File: config.mk
export PLATFORM = sky130hd
export DESIGN_NAME = kmd_controller
export DESIGN_NICKNAME = d
export VERILOG_FILES = /design/src/core/kmd_pkg.sv /design/src/core/kmd_key_edge.sv /design/src/core/kmd_seg_drive.sv /design/src/core/kmd_controller.sv
export VERILOG_INCLUDE_DIRS = /design/src /design/src/core
export SDC_FILE = /design/constraint.sdc
export NUM_CORES = 1
export LEC_CHECK = 0
export ABC_AREA = 1
export BUFFER_PORTS_ARGS = -buffer_cell sky130_fd_sc_hd__buf_4
export CELL_PAD_IN_SITES_DETAIL_PLACEMENT = 0
export CELL_PAD_IN_SITES_GLOBAL_PLACEMENT = 2
export CORE_MARGIN = 5
export CORE_UTILIZATION = 35
export DETAILED_ROUTE_END_ITERATION = 8
export PLACE_DENSITY_LB_ADDON = 0.1
export SYNTH_ARGS = -nofsm -noshare
export SYNTH_HDL_FRONTEND = slang
export SYNTH_HIERARCHICAL = 1
export SYNTH_SLANG_ARGS = --single-unit
File: constraint.sdc
create_clock -name clk -period 7.32 [get_ports clk]
set_clock_uncertainty 0.05 [all_clocks]
set_input_delay 0.732 -clock clk [delete_from_list [all_inputs] [get_ports clk]]
set_output_delay 0.732 -clock clk [all_outputs]
set_load 0.05 [all_outputs]
File: src/core/kmd_consts.svh
// Constants for the keypad menu display controller
`ifndef KMD_CONSTS_SVH
`define KMD_CONSTS_SVH

// ==========================================
// Timing
`define KMD_CLK_PERIOD_NS   10
`define KMD_MSG_TIME_MS     1000
`define KMD_DEB_TIME_MS     10
`define KMD_BLINK_TIME_MS   250
`define KMD_MSG_CYCLES      (`KMD_MSG_TIME_MS * 1000000 / `KMD_CLK_PERIOD_NS)
`define KMD_DEB_CYCLES      (`KMD_DEB_TIME_MS * 1000000 / `KMD_CLK_PERIOD_NS)
`define KMD_BLINK_CYCLES    (`KMD_BLINK_TIME_MS * 1000000 / `KMD_CLK_PERIOD_NS)

// ==========================================
// Menu sizes
`define KMD_MON_COUNT       17
`define KMD_GROUP_COUNT     5
`define KMD_CODE_COUNT      64
`define KMD_SIGN_POS        5
`define KMD_FAULT_MAX       22

// ==========================================
// Character codes
`define KMD_CH_BLANK        5'h0A
`define KMD_CH_MINUS        5'h0B
`define KMD_CH_E            5'h0C
`define KMD_CH_N            5'h0D
`define KMD_CH_D            5'h0E
`define KMD_CH_R            5'h0F
`define KMD_CH_O            5'h10
`define KMD_CH_P            5'h11
`define KMD_CH_C            5'h12
`define KMD_CH_S            5'h13
`define KMD_CH_U            5'h14
`define KMD_CH_A            5'h15
`define KMD_CH_L            5'h16
`define KMD_CH_B            5'h17
`define KMD_CH_T            5'h18

`endif

File: src/core/kmd_pkg.sv
// Types for the keypad menu display controller
package kmd_pkg;

    typedef logic [4:0] kmd_char_t;

    typedef struct packed {
        logic mode;
        logic shift;
        logic up;
        logic down;
        logic set;
    } kmd_keys_t;

    typedef struct packed {
        logic            neg;
        logic [4:0][3:0] digits;
    } kmd_value_t;

    typedef struct packed {
        logic read_only;
        logic pwd_req;
        logic run_lock;
        logic signed_ok;
        logic volatile_only;
        logic restart_req;
        logic command;
    } kmd_attr_t;

    typedef struct packed {
        logic [4:0][4:0] chars;
        logic [4:0]      dp;
    } kmd_disp_t;

    typedef enum logic [2:0] {
        KMD_MSG_SAVED,
        KMD_MSG_READ_ONLY,
        KMD_MSG_BAD_PWD,
        KMD_MSG_INVALID,
        KMD_MSG_RUNNING,
        KMD_MSG_NO_NV,
        KMD_MSG_RESTART,
        KMD_MSG_ABORT
    } kmd_msg_t;

    typedef enum logic [2:0] {
        KMD_ST_MON_SYM,
        KMD_ST_MONITOR,
        KMD_ST_PARAM,
        KMD_ST_SET,
        KMD_ST_MSG
    } kmd_state_t;

endpackage : kmd_pkg

File: src/core/kmd_key_edge.sv
// Key debouncer with one pulse per debounced press
`timescale 1ns/1ps
`include "kmd_consts.svh"
module kmd_key_edge
    import kmd_pkg::*;
#(
    parameter int N          = 5,
    parameter int DEB_CYCLES = `KMD_DEB_CYCLES
) (
    input  wire logic         clk,
    input  wire logic         rst,
    input  wire logic [N-1:0] key_raw,
    output logic      [N-1:0] press
);
    logic [N-1:0]       stable_reg;
    logic [N-1:0][31:0] count_reg;

    // ==========================================
    // Debounce and press edge
    always_ff @(posedge clk or posedge rst) begin
        if (rst) begin
            stable_reg <= '0;
            count_reg  <= '0;
            press      <= '0;
        end else begin
            for (int i = 0; i < N; i++) begin
                press[i] <= 1'b0;
                if (key_raw[i] == stable_reg[i]) begin
                    count_reg[i] <= '0;
                end else if (count_reg[i] == 32'(DEB_CYCLES - 1)) begin
                    count_reg[i]  <= '0;
                    stable_reg[i] <= key_raw[i];
                    press[i]      <= key_raw[i];
                end else begin
                    count_reg[i] <= count_reg[i] + 32'h0000_0001;
                end
            end
        end
    end
endmodule : kmd_key_edge

File: src/core/kmd_seg_drive.sv
// Seven-segment encoder with digit blinking
`timescale 1ns/1ps
`include "kmd_consts.svh"
module kmd_seg_drive
    import kmd_pkg::*;
#(
    parameter int BLINK_CYCLES = `KMD_BLINK_CYCLES
) (
    input  wire logic            clk,
    input  wire logic            rst,
    input  wire kmd_disp_t       disp,
    input  wire logic [4:0]      blink_mask,
    output logic      [4:0][6:0] seg_out,
    output logic      [4:0]      dp_out
);
    logic [31:0] blink_cnt_reg;
    logic        blink_off_reg;

    function automatic logic [6:0] kmd_seg(input kmd_char_t c);
        unique case (c)
            5'h00:         kmd_seg = 7'h3F;
            5'h01:         kmd_seg = 7'h06;
            5'h02:         kmd_seg = 7'h5B;
            5'h03:         kmd_seg = 7'h4F;
            5'h04:         kmd_seg = 7'h66;
            5'h05:         kmd_seg = 7'h6D;
            5'h06:         kmd_seg = 7'h7D;
            5'h07:         kmd_seg = 7'h07;
            5'h08:         kmd_seg = 7'h7F;
            5'h09:         kmd_seg = 7'h6F;
            `KMD_CH_MINUS: kmd_seg = 7'h40;
            `KMD_CH_E:     kmd_seg = 7'h79;
            `KMD_CH_N:     kmd_seg = 7'h54;
            `KMD_CH_D:     kmd_seg = 7'h5E;
            `KMD_CH_R:     kmd_seg = 7'h50;
            `KMD_CH_O:     kmd_seg = 7'h5C;
            `KMD_CH_P:     kmd_seg = 7'h73;
            `KMD_CH_C:     kmd_seg = 7'h39;
            `KMD_CH_S:     kmd_seg = 7'h6D;
            `KMD_CH_U:     kmd_seg = 7'h1C;
            `KMD_CH_A:     kmd_seg = 7'h77;
            `KMD_CH_L:     kmd_seg = 7'h38;
            `KMD_CH_B:     kmd_seg = 7'h7C;
            `KMD_CH_T:     kmd_seg = 7'h78;
            default:       kmd_seg = 7'h00;
        endcase
    endfunction : kmd_seg

    // ==========================================
    // Blink phase
    always_ff @(posedge clk or posedge rst) begin
        if (rst) begin
            blink_cnt_reg <= '0;
            blink_off_reg <= 1'b0;
        end else if (blink_cnt_reg == 32'(BLINK_CYCLES - 1)) begin
            blink_cnt_reg <= '0;
            blink_off_reg <= ~blink_off_reg;
        end else begin
            blink_cnt_reg <= blink_cnt_reg + 32'h0000_0001;
        end
    end

    // ==========================================
    // Segment outputs
    always_ff @(posedge clk or posedge rst) begin
        if (rst) begin
            seg_out <= '0;
            dp_out  <= '0;
        end else begin
            for (int i = 0; i < 5; i++) begin
                seg_out[i] <= (blink_mask[i] && blink_off_reg) ? 7'h00
                                                               : kmd_seg(disp.chars[i]);
            end
            dp_out <= disp.dp;
        end
    end
endmodule : kmd_seg_drive

File: src/core/kmd_controller.sv
// Keypad menu and five-digit display controller
`timescale 1ns/1ps
`include "kmd_consts.svh"
module kmd_controller
    import kmd_pkg::*;
#(
    parameter int MSG_CYCLES   = `KMD_MSG_CYCLES,
    parameter int DEB_CYCLES   = `KMD_DEB_CYCLES,
    parameter int BLINK_CYCLES = `KMD_BLINK_CYCLES,
    parameter int MON_COUNT    = `KMD_MON_COUNT,
    parameter int GROUP_COUNT  = `KMD_GROUP_COUNT,
    parameter int CODE_COUNT   = `KMD_CODE_COUNT
) (
    input  wire logic            clk,
    input  wire logic            rst,
    input  wire kmd_keys_t       keys_raw,
    input  wire logic            fault_active,
    input  wire logic [4:0]      fault_code,
    input  wire logic            servo_running,
    input  wire logic            password_ok,
    input  wire kmd_value_t      mon_value,
    input  wire kmd_value_t      param_value,
    input  wire kmd_attr_t       param_attr,
    output logic      [4:0]      mon_sel,
    output logic      [2:0]      param_group,
    output logic      [5:0]      param_code,
    output logic                 param_wr,
    output kmd_value_t           param_wr_value,
    output logic                 cmd_exec,
    output logic      [4:0][6:0] seg_out,
    output logic      [4:0]      dp_out
);
    kmd_keys_t  key;
    kmd_state_t state_reg;
    kmd_state_t ret_reg;
    kmd_msg_t   msg_reg;
    kmd_msg_t   status;
    logic [31:0] timer_reg;
    kmd_value_t edit_reg;
    logic [2:0] cursor_reg;
    kmd_disp_t  disp;
    logic [4:0] blink_mask;
    logic       timer_done;

    // ==========================================
    // Helpers
    function automatic logic [3:0] kmd_digit_step(input logic [3:0] d, input logic up);
        if (up) begin
            kmd_digit_step = (d == 4'h9) ? 4'h0 : d + 4'h1;
        end else begin
            kmd_digit_step = (d == 4'h0) ? 4'h9 : d - 4'h1;
        end
    endfunction : kmd_digit_step

    function automatic logic [9:0] kmd_two_digits(input logic [5:0] n);
        logic [5:0] tens;
        logic [5:0] ones;
        tens = n / 6'd10;
        ones = n - tens * 6'd10;
        kmd_two_digits = {1'b0, tens[3:0], 1'b0, ones[3:0]};
    endfunction : kmd_two_digits

    function automatic kmd_disp_t kmd_fmt_value(input kmd_value_t v);
        kmd_disp_t r;
        r.chars = {1'b0, v.digits[4], 1'b0, v.digits[3], 1'b0, v.digits[2],
                   1'b0, v.digits[1], 1'b0, v.digits[0]};
        r.dp    = '0;
        if (v.neg && v.digits[4] != 4'h0) begin
            r.dp = 5'h1F;
        end else if (v.neg) begin
            r.chars[4] = `KMD_CH_MINUS;
        end
        kmd_fmt_value = r;
    endfunction : kmd_fmt_value

    function automatic logic [4:0][4:0] kmd_msg_text(input kmd_msg_t m);
        unique case (m)
            KMD_MSG_SAVED:     kmd_msg_text = {`KMD_CH_MINUS, `KMD_CH_E, `KMD_CH_N,
                                               `KMD_CH_D, `KMD_CH_MINUS};
            KMD_MSG_READ_ONLY: kmd_msg_text = {`KMD_CH_E, `KMD_CH_R, `KMD_CH_R,
                                               `KMD_CH_MINUS, `KMD_CH_R};
            KMD_MSG_BAD_PWD:   kmd_msg_text = {`KMD_CH_E, `KMD_CH_R, `KMD_CH_R,
                                               `KMD_CH_MINUS, `KMD_CH_P};
            KMD_MSG_INVALID:   kmd_msg_text = {`KMD_CH_E, `KMD_CH_R, `KMD_CH_R,
                                               `KMD_CH_MINUS, `KMD_CH_U};
            KMD_MSG_RUNNING:   kmd_msg_text = {`KMD_CH_S, `KMD_CH_R, `KMD_CH_U,
                                               `KMD_CH_O, `KMD_CH_N};
            KMD_MSG_NO_NV:     kmd_msg_text = {`KMD_CH_N, `KMD_CH_O, `KMD_CH_MINUS,
                                               `KMD_CH_E, `KMD_CH_E};
            KMD_MSG_RESTART:   kmd_msg_text = {`KMD_CH_P, `KMD_CH_O, `KMD_CH_MINUS,
                                               `KMD_CH_C, `KMD_CH_O};
            KMD_MSG_ABORT:     kmd_msg_text = {`KMD_CH_A, `KMD_CH_B, `KMD_CH_O,
                                               `KMD_CH_R, `KMD_CH_T};
        endcase
    endfunction : kmd_msg_text

    // ==========================================
    // Key presses and display driver
    kmd_key_edge #(
        .N          (5),
        .DEB_CYCLES (DEB_CYCLES)
    ) u_keys (
        .clk     (clk),
        .rst     (rst),
        .key_raw (keys_raw),
        .press   (key)
    );

    kmd_seg_drive #(
        .BLINK_CYCLES (BLINK_CYCLES)
    ) u_seg (
        .clk        (clk),
        .rst        (rst),
        .disp       (disp),
        .blink_mask (blink_mask),
        .seg_out    (seg_out),
        .dp_out     (dp_out)
    );

    // ==========================================
    // Commit status, first refusal wins
    always_comb begin
        if (param_attr.read_only) begin
            status = KMD_MSG_READ_ONLY;
        end else if (param_attr.pwd_req && !password_ok) begin
            status = KMD_MSG_BAD_PWD;
        end else if (param_attr.run_lock && servo_running) begin
            status = KMD_MSG_RUNNING;
        end else if (edit_reg.neg && !param_attr.signed_ok) begin
            status = KMD_MSG_INVALID;
        end else if (param_attr.volatile_only) begin
            status = KMD_MSG_NO_NV;
        end else if (param_attr.restart_req) begin
            status = KMD_MSG_RESTART;
        end else begin
            status = KMD_MSG_SAVED;
        end
    end

    assign timer_done = (timer_reg == 32'(MSG_CYCLES - 1));

    // ==========================================
    // Menu state machine
    always_ff @(posedge clk or posedge rst) begin
        if (rst) begin
            state_reg <= KMD_ST_MON_SYM;
            ret_reg   <= KMD_ST_MONITOR;
            msg_reg   <= KMD_MSG_SAVED;
        end else begin
            unique case (state_reg)
                KMD_ST_MON_SYM: begin
                    if (timer_done) begin
                        state_reg <= KMD_ST_MONITOR;
                    end
                end
                KMD_ST_MONITOR: begin
                    if (key.mode) begin
                        state_reg <= KMD_ST_PARAM;
                    end else if (key.up || key.down) begin
                        state_reg <= KMD_ST_MON_SYM;
                    end
                end
                KMD_ST_PARAM: begin
                    if (key.mode) begin
                        state_reg <= KMD_ST_MSG;
                        msg_reg   <= KMD_MSG_ABORT;
                        ret_reg   <= KMD_ST_MONITOR;
                    end else if (key.set) begin
                        state_reg <= KMD_ST_SET;
                    end
                end
                KMD_ST_SET: begin
                    if (key.mode) begin
                        state_reg <= KMD_ST_PARAM;
                    end else if (key.set) begin
                        state_reg <= KMD_ST_MSG;
                        msg_reg   <= status;
                        ret_reg   <= KMD_ST_PARAM;
                    end
                end
                KMD_ST_MSG: begin
                    if (timer_done) begin
                        state_reg <= ret_reg;
                    end
                end
            endcase
        end
    end

    // ==========================================
    // One-second message timer
    always_ff @(posedge clk or posedge rst) begin
        if (rst) begin
            timer_reg <= '0;
        end else if ((state_reg == KMD_ST_MON_SYM || state_reg == KMD_ST_MSG)
                     && !timer_done) begin
            timer_reg <= timer_reg + 32'h0000_0001;
        end else begin
            timer_reg <= '0;
        end
    end

    // ==========================================
    // Monitor selection
    always_ff @(posedge clk or posedge rst) begin
        if (rst) begin
            mon_sel <= '0;
        end else if (state_reg == KMD_ST_MONITOR && !key.mode) begin
            if (key.up) begin
                mon_sel <= (mon_sel == 5'(MON_COUNT - 1)) ? 5'h00 : mon_sel + 5'h01;
            end else if (key.down) begin
                mon_sel <= (mon_sel == 5'h00) ? 5'(MON_COUNT - 1) : mon_sel - 5'h01;
            end
        end
    end

    // ==========================================
    // Parameter group and code
    always_ff @(posedge clk or posedge rst) begin
        if (rst) begin
            param_group <= '0;
            param_code  <= '0;
        end else if (state_reg == KMD_ST_PARAM && !key.mode && !key.set) begin
            if (key.shift) begin
                param_group <= (param_group == 3'(GROUP_COUNT - 1)) ? 3'h0
                                                                    : param_group + 3'h1;
                param_code  <= '0;
            end else if (key.up) begin
                param_code <= (param_code == 6'(CODE_COUNT - 1)) ? 6'h00
                                                                 : param_code + 6'h01;
            end else if (key.down) begin
                param_code <= (param_code == 6'h00) ? 6'(CODE_COUNT - 1)
                                                    : param_code - 6'h01;
            end
        end
    end

    // ==========================================
    // Edit buffer and cursor
    always_ff @(posedge clk or posedge rst) begin
        if (rst) begin
            edit_reg   <= '0;
            cursor_reg <= '0;
        end else if (state_reg == KMD_ST_PARAM && key.set && !key.mode) begin
            edit_reg   <= param_value;
            cursor_reg <= '0;
        end else if (state_reg == KMD_ST_SET && !key.mode && !key.set) begin
            if (key.shift) begin
                cursor_reg <= (cursor_reg == 3'(`KMD_SIGN_POS)) ? 3'h0
                                                                : cursor_reg + 3'h1;
            end else if ((key.up || key.down) && cursor_reg == 3'(`KMD_SIGN_POS)) begin
                edit_reg.neg <= ~edit_reg.neg;
            end else if (key.up || key.down) begin
                edit_reg.digits[cursor_reg] <=
                    kmd_digit_step(edit_reg.digits[cursor_reg], key.up);
            end
        end
    end

    // ==========================================
    // Store write and command strobes
    always_ff @(posedge clk or posedge rst) begin
        if (rst) begin
            param_wr       <= 1'b0;
            cmd_exec       <= 1'b0;
            param_wr_value <= '0;
        end else begin
            param_wr <= 1'b0;
            cmd_exec <= 1'b0;
            if (state_reg == KMD_ST_SET && key.set && !key.mode) begin
                param_wr_value <= edit_reg;
                if (status == KMD_MSG_SAVED || status == KMD_MSG_NO_NV
                    || status == KMD_MSG_RESTART) begin
                    param_wr <= ~param_attr.command;
                    cmd_exec <= param_attr.command;
                end
            end
        end
    end

    // ==========================================
    // Display content
    always_comb begin
        disp       = '0;
        blink_mask = '0;
        unique case (state_reg)
            KMD_ST_MON_SYM: begin
                disp.chars = {`KMD_CH_C, `KMD_CH_D, `KMD_CH_MINUS,
                              kmd_two_digits({1'b0, mon_sel})};
            end
            KMD_ST_MONITOR: begin
                if (fault_active) begin
                    disp.chars = {`KMD_CH_A, `KMD_CH_L, `KMD_CH_E,
                                  kmd_two_digits({1'b0, fault_code})};
                end else begin
                    disp = kmd_fmt_value(mon_value);
                end
            end
            KMD_ST_PARAM: begin
                disp.chars = {`KMD_CH_P, 2'b00, param_group, `KMD_CH_MINUS,
                              kmd_two_digits(param_code)};
            end
            KMD_ST_SET: begin
                disp       = kmd_fmt_value(edit_reg);
                blink_mask = (cursor_reg == 3'(`KMD_SIGN_POS)) ? 5'h10
                                                               : 5'h01 << cursor_reg;
            end
            KMD_ST_MSG: begin
                disp.chars = kmd_msg_text(msg_reg);
            end
            default: begin
                disp = '0;
            end
        endcase
    end
endmodule : kmd_controller

Yosys cells after proc, flatten, opt, wreduce, memory -nomap -nowiden
Memories as Yosys holds them, arrays and structs flattened.
Index checks and enable logic that the tools add are counted.
- add/subtract/negate cells: 18
- multiply operators: 3
- div/mod/pow operators: 3
- magnitude comparators: 2
- equal/unequal tests: 33
- shift-type cells: 1
- muxes and demuxes: 99
- bitwise gates (word level): 8
- reductions and logical operators: 58
- operator list (operator ; count):
    2-to-1 mux 32 bit ; 12
    adder 32 x 1 -> 32 bit (second input constant) ; 7
    equality test 32 x 20 -> 1 bit (second input constant) ; 5
    case mux 25 bit (5 select lines) ; 1
    2-to-1 mux 3 bit ; 25
    2-to-1 mux 21 bit ; 3
    2-to-1 mux 5 bit ; 11
    2-to-1 mux 4 bit ; 12
    2-to-1 mux 20 bit ; 2
    2-to-1 mux 7 bit ; 5
    equality test 32 x 25 -> 1 bit (second input constant) ; 1
    equality test 32 x 27 -> 1 bit (second input constant) ; 1
    2-to-1 mux 6 bit ; 5
    2-to-1 mux 25 bit ; 1
    logical AND 1 bit ; 22
    bitwise mux 20 bit ; 1
    multiplier 6 x 3 -> 3 bit (second input constant) ; 3
    AND reduction 2 bit ; 9
    equality test 3 bit (second input constant) ; 5
    2-to-1 mux 1 bit ; 15
    case mux 3 bit (5 select lines) ; 1
    binary-select mux 4 bit (select 3 bit) ; 1
    demux 4 bit (select 3 bit) ; 1
    divider 5 x 4 -> 6 bit (second input constant) ; 2
    other kinds (37) ; 74
- register bits: 345
- bits in latches: 0
- RAM bits: 0
- bits in read-only memories: 1320
- input bits: 64
- output and inout bits: 77
- logic and storage cells: 272
- memories: 6
- memory list (memory ; depth ; bits a word ; rd ports ; clocked after memory_dff ; wr ports ; RTL line ; source):
    (name not given) ; 32 ; 7 ; 1 ; 0 ; 0 ; kmd_seg_drive.sv:20 ; unique case (c)
    (name not given) ; 32 ; 7 ; 1 ; 0 ; 0 ; kmd_seg_drive.sv:20 ;
    (name not given) ; 32 ; 7 ; 1 ; 0 ; 0 ; kmd_seg_drive.sv:20 ;
    (name not given) ; 32 ; 7 ; 1 ; 0 ; 0 ; kmd_seg_drive.sv:20 ;
    (name not given) ; 32 ; 7 ; 1 ; 0 ; 0 ; kmd_seg_drive.sv:20 ;
    (name not given) ; 8 ; 25 ; 1 ; 0 ; 0 ; kmd_controller.sv:77 ; unique case (m)

Logic depth before layout (Yosys ltp)
Gate-level depths: netlist (run 1).
- word-level depth: 16
- gate-level depth with buffers: 24
- depth with buffers taken out: 23

Modules after synthesis
Netlist (run 1), hierarchy kept.
- by module, submodules not included (module ; instances ; cells an instance ; area each (µm²) ; sequential area each (µm²)):
    kmd_key_edge ; 1 ; 1589 ; 10480.1 ; 4254.1
    kmd_controller ; 1 ; 982 ; 6982.9 ; 2528.7
    kmd_seg_drive ; 1 ; 719 ; 5011.1 ; 1826.8

Least setup slack after synthesis (run 1)
Ideal clock, no wire load.
- kind: register -> register
- from: register param_code[5]
- to: register u_seg/seg_out[6] (netlist bit)
- library setup time: 77 ps
- arrival time: 3821 ps
- data required time: 7193 ps
- setup slack: 3372 ps
- stages on the path, launching flop included: 21
- buffers on the path: 0
- clock period less this slack: 3948 ps
- path through: dfrtp_1 clkinv_1 nand2_1 nand2_1 o21ai_0 inv_1 ha_1 nand2_1 nand3_1 nand2_1 ha_1 fa_1 nor2_1 a2111o_1 inv_1 nand2_1 nand2_1 nand2_1 o21ai_0 nand2_1 a21oi_1
- RTL lines (item ; RTL line ; source):
    start: declaration ; kmd_controller.sv:26 ; output logic [5:0] param_code,
    start signal: assignment ; kmd_controller.sv:229 ; param_code <= (param_code == 6'(CODE_COUNT - 1)) ? 6'h00
    start signal: assignment ; kmd_controller.sv:232 ; param_code <= (param_code == 6'h00) ? 6'(CODE_COUNT - 1)
    end signal: indexed assignment ; kmd_seg_drive.sv:71 ; seg_out[i] <= (blink_mask[i] && blink_off_reg) ? 7'h00
    end: declaration ; kmd_seg_drive.sv:13 ; output logic [4:0][6:0] seg_out,

==> metrics, run 1 <==
P&R area growth vs syn 15.8%; Final Hold Fails 0; number of enable flip-flop cells after synthesis 0; area leader, netlist dfrtp_1; Slew @ Worst Pin approximately 1100 ps; Tot GR Track Use 0.200; routability congestion estimate 0.879; Remaining Overflow, GRT 0; Hold WC Path Type in -> async; Final Slew Violations 0; Mapped Cells between 3000 and 4000; syn_nets 3419; drt pass-1 iters 8; Main synth FF type dfrtp_1; sequential-to-total area share from yosys stat 0.383; # DRC 0; startpoint types flip-flop; proportion of layout cells with a drive suffix above 1 0.104; Setup TNS 0 ps; first-pass GRT wire length 113000 um; crit end category flip-flop; Worst-Skew Late Latency between 500 and 600 ps; Longest Clk Path Bufs 3; top-area cell type share of the netlist area 0.382; die area 69400 um2; Vias/cell between 4 and 5; Setup crit start param_code[3]; Vias around 21000; asr flop ratio synth 1.00; DR iter-0 viols 1260; Worst-path clk slew ~60 ps; # nets final between 3000 and 4000; initial core utilization 0.351; clk sink count 344; Pwr per Cell Area around 170 nW/um2; WHS roughly 130 ps; postcts setup bufs 0; fin crit period 4340 ps; Tcrit/Tclk final 0.593; CTS Hold Buffers Added 0; H-tree Lvls 2; total CTS buffers 46; root buffer cell clkbuf_16; antenna viol nets, final 0; CP max FO 10; Critical Path RT approximately 7700 ps; critical path arrival 4730 ps; Max Clock Freq 0.230 GHz; Routed WL per cell about 16 um; Avg Inst Size Synth roughly 7 um2; Routed Wire Length about 71000 um; Largest register FFs 160; Syn Std Cell Area 22500 um2; number of global-route vias before repair a little over 20000; YS warnings 6; Die Width 263 um; most frequent cell after synthesis nand2_1; CTS tree yes; port bufs 140; largest net degree at the start of global routing about 70; Worst slew margin 0.238; core area about 64000 um2; row count 93; outcome completed; Worst IR Drop VDD 0.185 mV; Die Ht 263 um; Non-Filler Cell Area, Final 26000 um2; Lkg Pwr roughly 0.012 uW; RR Startpoint param_code[3]; initial antenna violation count 8; hpwl dp about 55000 um; Crit Path Class reg -> reg; I/O pin total 141; Max-Cap Viols 0; Post-CTS Resized 0; RSZ-0062 raised after global routing no; synth cell count leaders nand2_1 (993), nor2_1 (615), inv_1 (362); #FFs+latches synth 344; Final setup viols 0; unique cell type count in the Yosys netlist 55; synth top area cells dfrtp_1 (38%), nand2_1 (17%), nor2_1 (10%); DP Area 24400 um2; total power 4450 uW
report_power, final:
part / switching, uW / total, uW / leakage [uW] / internal [uW]
registers: 8.66 / 1920 / 0.00450 / 1910
clock network: 905 / 2390 / 0.000787 / 1490
logic: 95.3 / 134 / 0.00652 / 39.0
total: 1010 / 4450 / 0.0118 / 3440
final cells by class:
type | instances | area (um2)
inverter | 391 | 1480
fill | 6864 | 38000
clock buffer | 60 | 1290
tap | 855 | 1070
sequential | 344 | 8610
antenna | 5 | 12.5
multi-input combinational | 2506 | 12100
clock inverter | 21 | 304
timing repair buffer | 149 | 1120
cells by family (layout without fill, tap and decap cells):
logic type	after synthesis	in the layout	synth area share
and+or+nand+nor	2043	2043	0.385
buffers and inverters	440	621	0.0770
DFF	344	344	0.383
AOI/OAI and AO/OA	275	275	0.0699
xor gates and xnor gates	123	123	0.0479
adders and majority gates	65	65	0.0369
other	0	5	0
metal layers:
layer  part of all wire  vias up  track usage
met5            0.00058        -            0
met4              0.024        6       0.0478
met3              0.046       98       0.0373
met2               0.46      370        0.336
met1               0.47     9739        0.268
li1                   -    10642            -
placed cells by master (no fill, tap or decap), types with 32 or more instances in the layout:
cell type / count
xor2_1: 81
nor3_1: 41
buf_4: 149
nor2_1: 615
dfrtp_1: 343
nand3_1: 225
a21oi_1: 87
nor2_2: 37
ha_1: 63
inv_1: 359
nand2_1: 993
clkbuf_16: 46
nand4_1: 32
xnor2_1: 42
o21ai_0: 107
final timing paths:
| check | end | depth (start not counted) | slack, ps |
|---|---|---|---|
| hold / removal | u_seg/seg_out[23] | 2 | 130 |
| max in group asynchronous | timer_reg[20] | 3 | 5740 |
| setup reg to reg | u_seg/seg_out[1] | 22 | 2980 |
| min in group clk | param_wr | 2 | 280 |
| hold reg to reg | u_seg/blink_cnt_reg[0] | 1 | 410 |
| setup / recovery | u_seg/seg_out[1] | 22 | 2980 |
per-stage QoR:
| stage | worst slack (ps) | std cells | utilization |
|---|---|---|---|
| 6_report | 2980 | 4331 | 0.407 |
| 3_3_place_gp | 3080 | 4245 | 0.381 |
| 5_1_grt | 2470 | 4326 | 0.406 |
| 2_1_floorplan | 1930 | 3290 | - |
| 3_5_place_dp | 3080 | 4245 | 0.381 |
| 4_1_cts | 3060 | 4326 | 0.406 |
worst max-delay path, cell delays in order, from the launching register on:
cell and delay, ps:
dfrtp_1 460, nor2_1 250, nor2_1 130, nand2_1 80
nand2_1 90, o21ai_0 300, inv_1 120, ha_1 290
nand2_1 50, nand3_1 90, nand2_1 100, ha_1 210
fa_1 380, xnor2_1 210, inv_1 60, nand2_1 60
nand3_1 80, nand3_1 370, inv_1 230, nor2_1 300
nand2_1 110, o211ai_1 90, a21oi_1 90
(Power assumes the default switching activity.)
==> run 2: changes to the inputs <==
==> constraint.sdc (replaced) <==
create_clock -name clk -period 4.4 [get_ports clk]
set_clock_uncertainty 0.05 [all_clocks]
set_input_delay 0.44 -clock clk [delete_from_list [all_inputs] [get_ports clk]]
set_output_delay 0.44 -clock clk [all_outputs]
set_load 0.05 [all_outputs]
==> metrics, run 2 (synthesized netlist as in run 1, its figures left out) <==
outcome completed; Routed WL per cell 16.4 um (about the same); Lkg Pwr 0.0118 uW (+0.18%); RR Endpoint u_seg/seg_out[6]; # nets final 3576 (+0.25%); Pwr per Cell Area 282 nW/um2 (+65%); proportion of layout cells with a drive suffix above 1 0.105 (+0.00117); Largest register FFs 160 (unchanged); P&R area growth vs syn 16.1%; number of global-route vias before repair 20638 (+0.78%); Max-Cap Viols 0 (unchanged); I/O pin total 141 (unchanged); CTS tree yes; Routed Wire Length 71200 um (+0.22%); Worst-Skew Late Latency 580 ps (about the same); Worst-path clk slew 60 ps (about the same); hold-critical path depth 3; row count 93 (unchanged); Final Util 0.408 (+0.00111); placed insts 4252 (+0.16%); clk sink count 344 (unchanged); first-pass GRT wire length 115000 um (+1.1%); commonest non-fill, non-tap cell in the layout nand2_1; Setup crit start param_code[3]; Hold WC Path Type in -> reg; die area 69400 um2 (unchanged); total CTS buffers 45 (-2.2%); Worst IR Drop VDD 0.285 mV (+54%); H-tree Lvls 2 (unchanged); initial core utilization 0.351 (unchanged); drt pass-1 iters 5 (-3); Worst slew margin 0.245 (+0.00702); crit end category flip-flop; Setup TNS 0 ps (unchanged); Vias 20915 (+0.29%); RR Startpoint param_code[3]; DR iter-0 viols 1207 (-4.2%); Endpoint, Worst Hold edit_reg[17]; Die Ht 263 um (unchanged); startpoint types flip-flop; fin crit period 4040 ps (-302 ps); routability congestion estimate 0.875 (-0.47%); postcts setup bufs 0 (unchanged); Critical Path RT 4850 ps (-2860 ps); Slew @ Worst Pin 1130 ps (-10.5 ps); hpwl dp 55800 um (+0.74%); reg-to-reg slack, setup 360 ps (-2620 ps); RSZ-0062 raised after global routing no; Longest Clk Path Bufs 3 (unchanged); Final Hold Fails 0 (unchanged); Final setup viols 0 (unchanged); Layout Cells excl Fill 4339 (+0.18%); root buffer cell clkbuf_16; antenna viol nets, final 0 (unchanged); Vias/cell 4.82 (+0.10%); Die Width 263 um (unchanged); core area 64000 um2 (unchanged); Max Clock Freq 0.248 GHz (+7.5%); Crit Path Class reg -> reg; largest net degree at the start of global routing 90 (+32%); Final Slew Violations 0 (unchanged); CP max FO 7 (-3); Tcrit/Tclk final 0.918 (+0.325); Worst Min Path Start param_value[17]; Worst Reg2Reg Path Length in Cells 21 (-4.5%); most frequent cells in the layout nand2_1 (993), nor2_1 (615), inv_1 (358); Remaining Overflow, GRT 0 (unchanged); initial antenna violation count 7 (-1); Tot GR Track Use 0.202 (+0.00193); port bufs 140 (unchanged); # DRC 0 (unchanged); critical path arrival 4490 ps (-240 ps)
[run 2: cell count changes in the layout (fill, tap and decap cells not counted), moves of 2 or more]
cell,previous run,this run
clkbuf_8,9,7
clkbuf_1,5,7
clkinv_2,10,8
dlygate4sd3_1,0,3
clkinvlp_4,2,6
buf_4,149,155
[run 2: per-stage QoR]
stage | power [uW] | worst slack (ps) | hold slack (ps) | instance area, um2
floorplan | 3360 | 452 | 379 | 22500
global placement | 3480 | 277 | 405 | 24500
detailed placement | 3480 | 281 | 407 | 24500
CTS | 7500 | 255 | 3.55 | 26100
global route | 7650 | 41.9 | 33.0 | 26100
finish | 7350 | 360 | 38.3 | 26100
[run 2: cell type report]
type / count / area (um2)
Inverter: 391 / 1480
Antenna cell: 4 / 10.0
Multi-Input combinational cell: 2506 / 12100
Fill cell: 6831 / 37900
Timing Repair Buffer: 159 / 1210
Clock buffer: 60 / 1270
Sequential cell: 344 / 8610
Clock inverter: 20 / 303
Tap cell: 855 / 1070
[run 2: worst max-delay path by stage]
stage	to
after floorplan	u_seg/seg_out[6]
after global placement	u_seg/seg_out[6]
after detailed placement	u_seg/seg_out[6]
after CTS	u_seg/seg_out[6]
after global routing	u_seg/seg_out[6]
final	u_seg/seg_out[6]
[run 2: power by group]
| part | switching, uW | internal (uW) |
|---|---|---|
| sequential | 14.1 | 3180 |
| combinational | 160 | 68.9 |
| clock | 1490 | 2440 |
| total | 1660 | 5690 |
[run 2: worst max-delay path: stages, from the launching register on]
cell and delay, ps:
dfrtp_1 440, nor2_1 240, nor2_1 90, buf_4 150, o21bai_1 140, o21ai_1 140
inv_1 100, ha_1 280, nand2_1 50, nand3_1 120, nand2_1 110, ha_1 210
fa_1 490, nor2_1 50, a2111o_1 520, inv_2 170, nand2_1 80, nand2_1 150
nand2_1 60, o21ai_0 140, nand2_1 60, a21oi_1 120
[run 2: layer usage]
layer,track usage,vias to the layer above,wire length (um)
met3,0.0363,87,3460
met5,0,-,36
li1,-,10665,-
met2,0.340,404,33500
met4,0.0432,6,1300
met1,0.274,9753,32900
[run 2: what timing repair did]
action	4_1_cts	5_1_grt
hold endpoints to repair	72	0
gates resized for setup	0	2
hold buffers	3	0
setup endpoints to repair	0	3
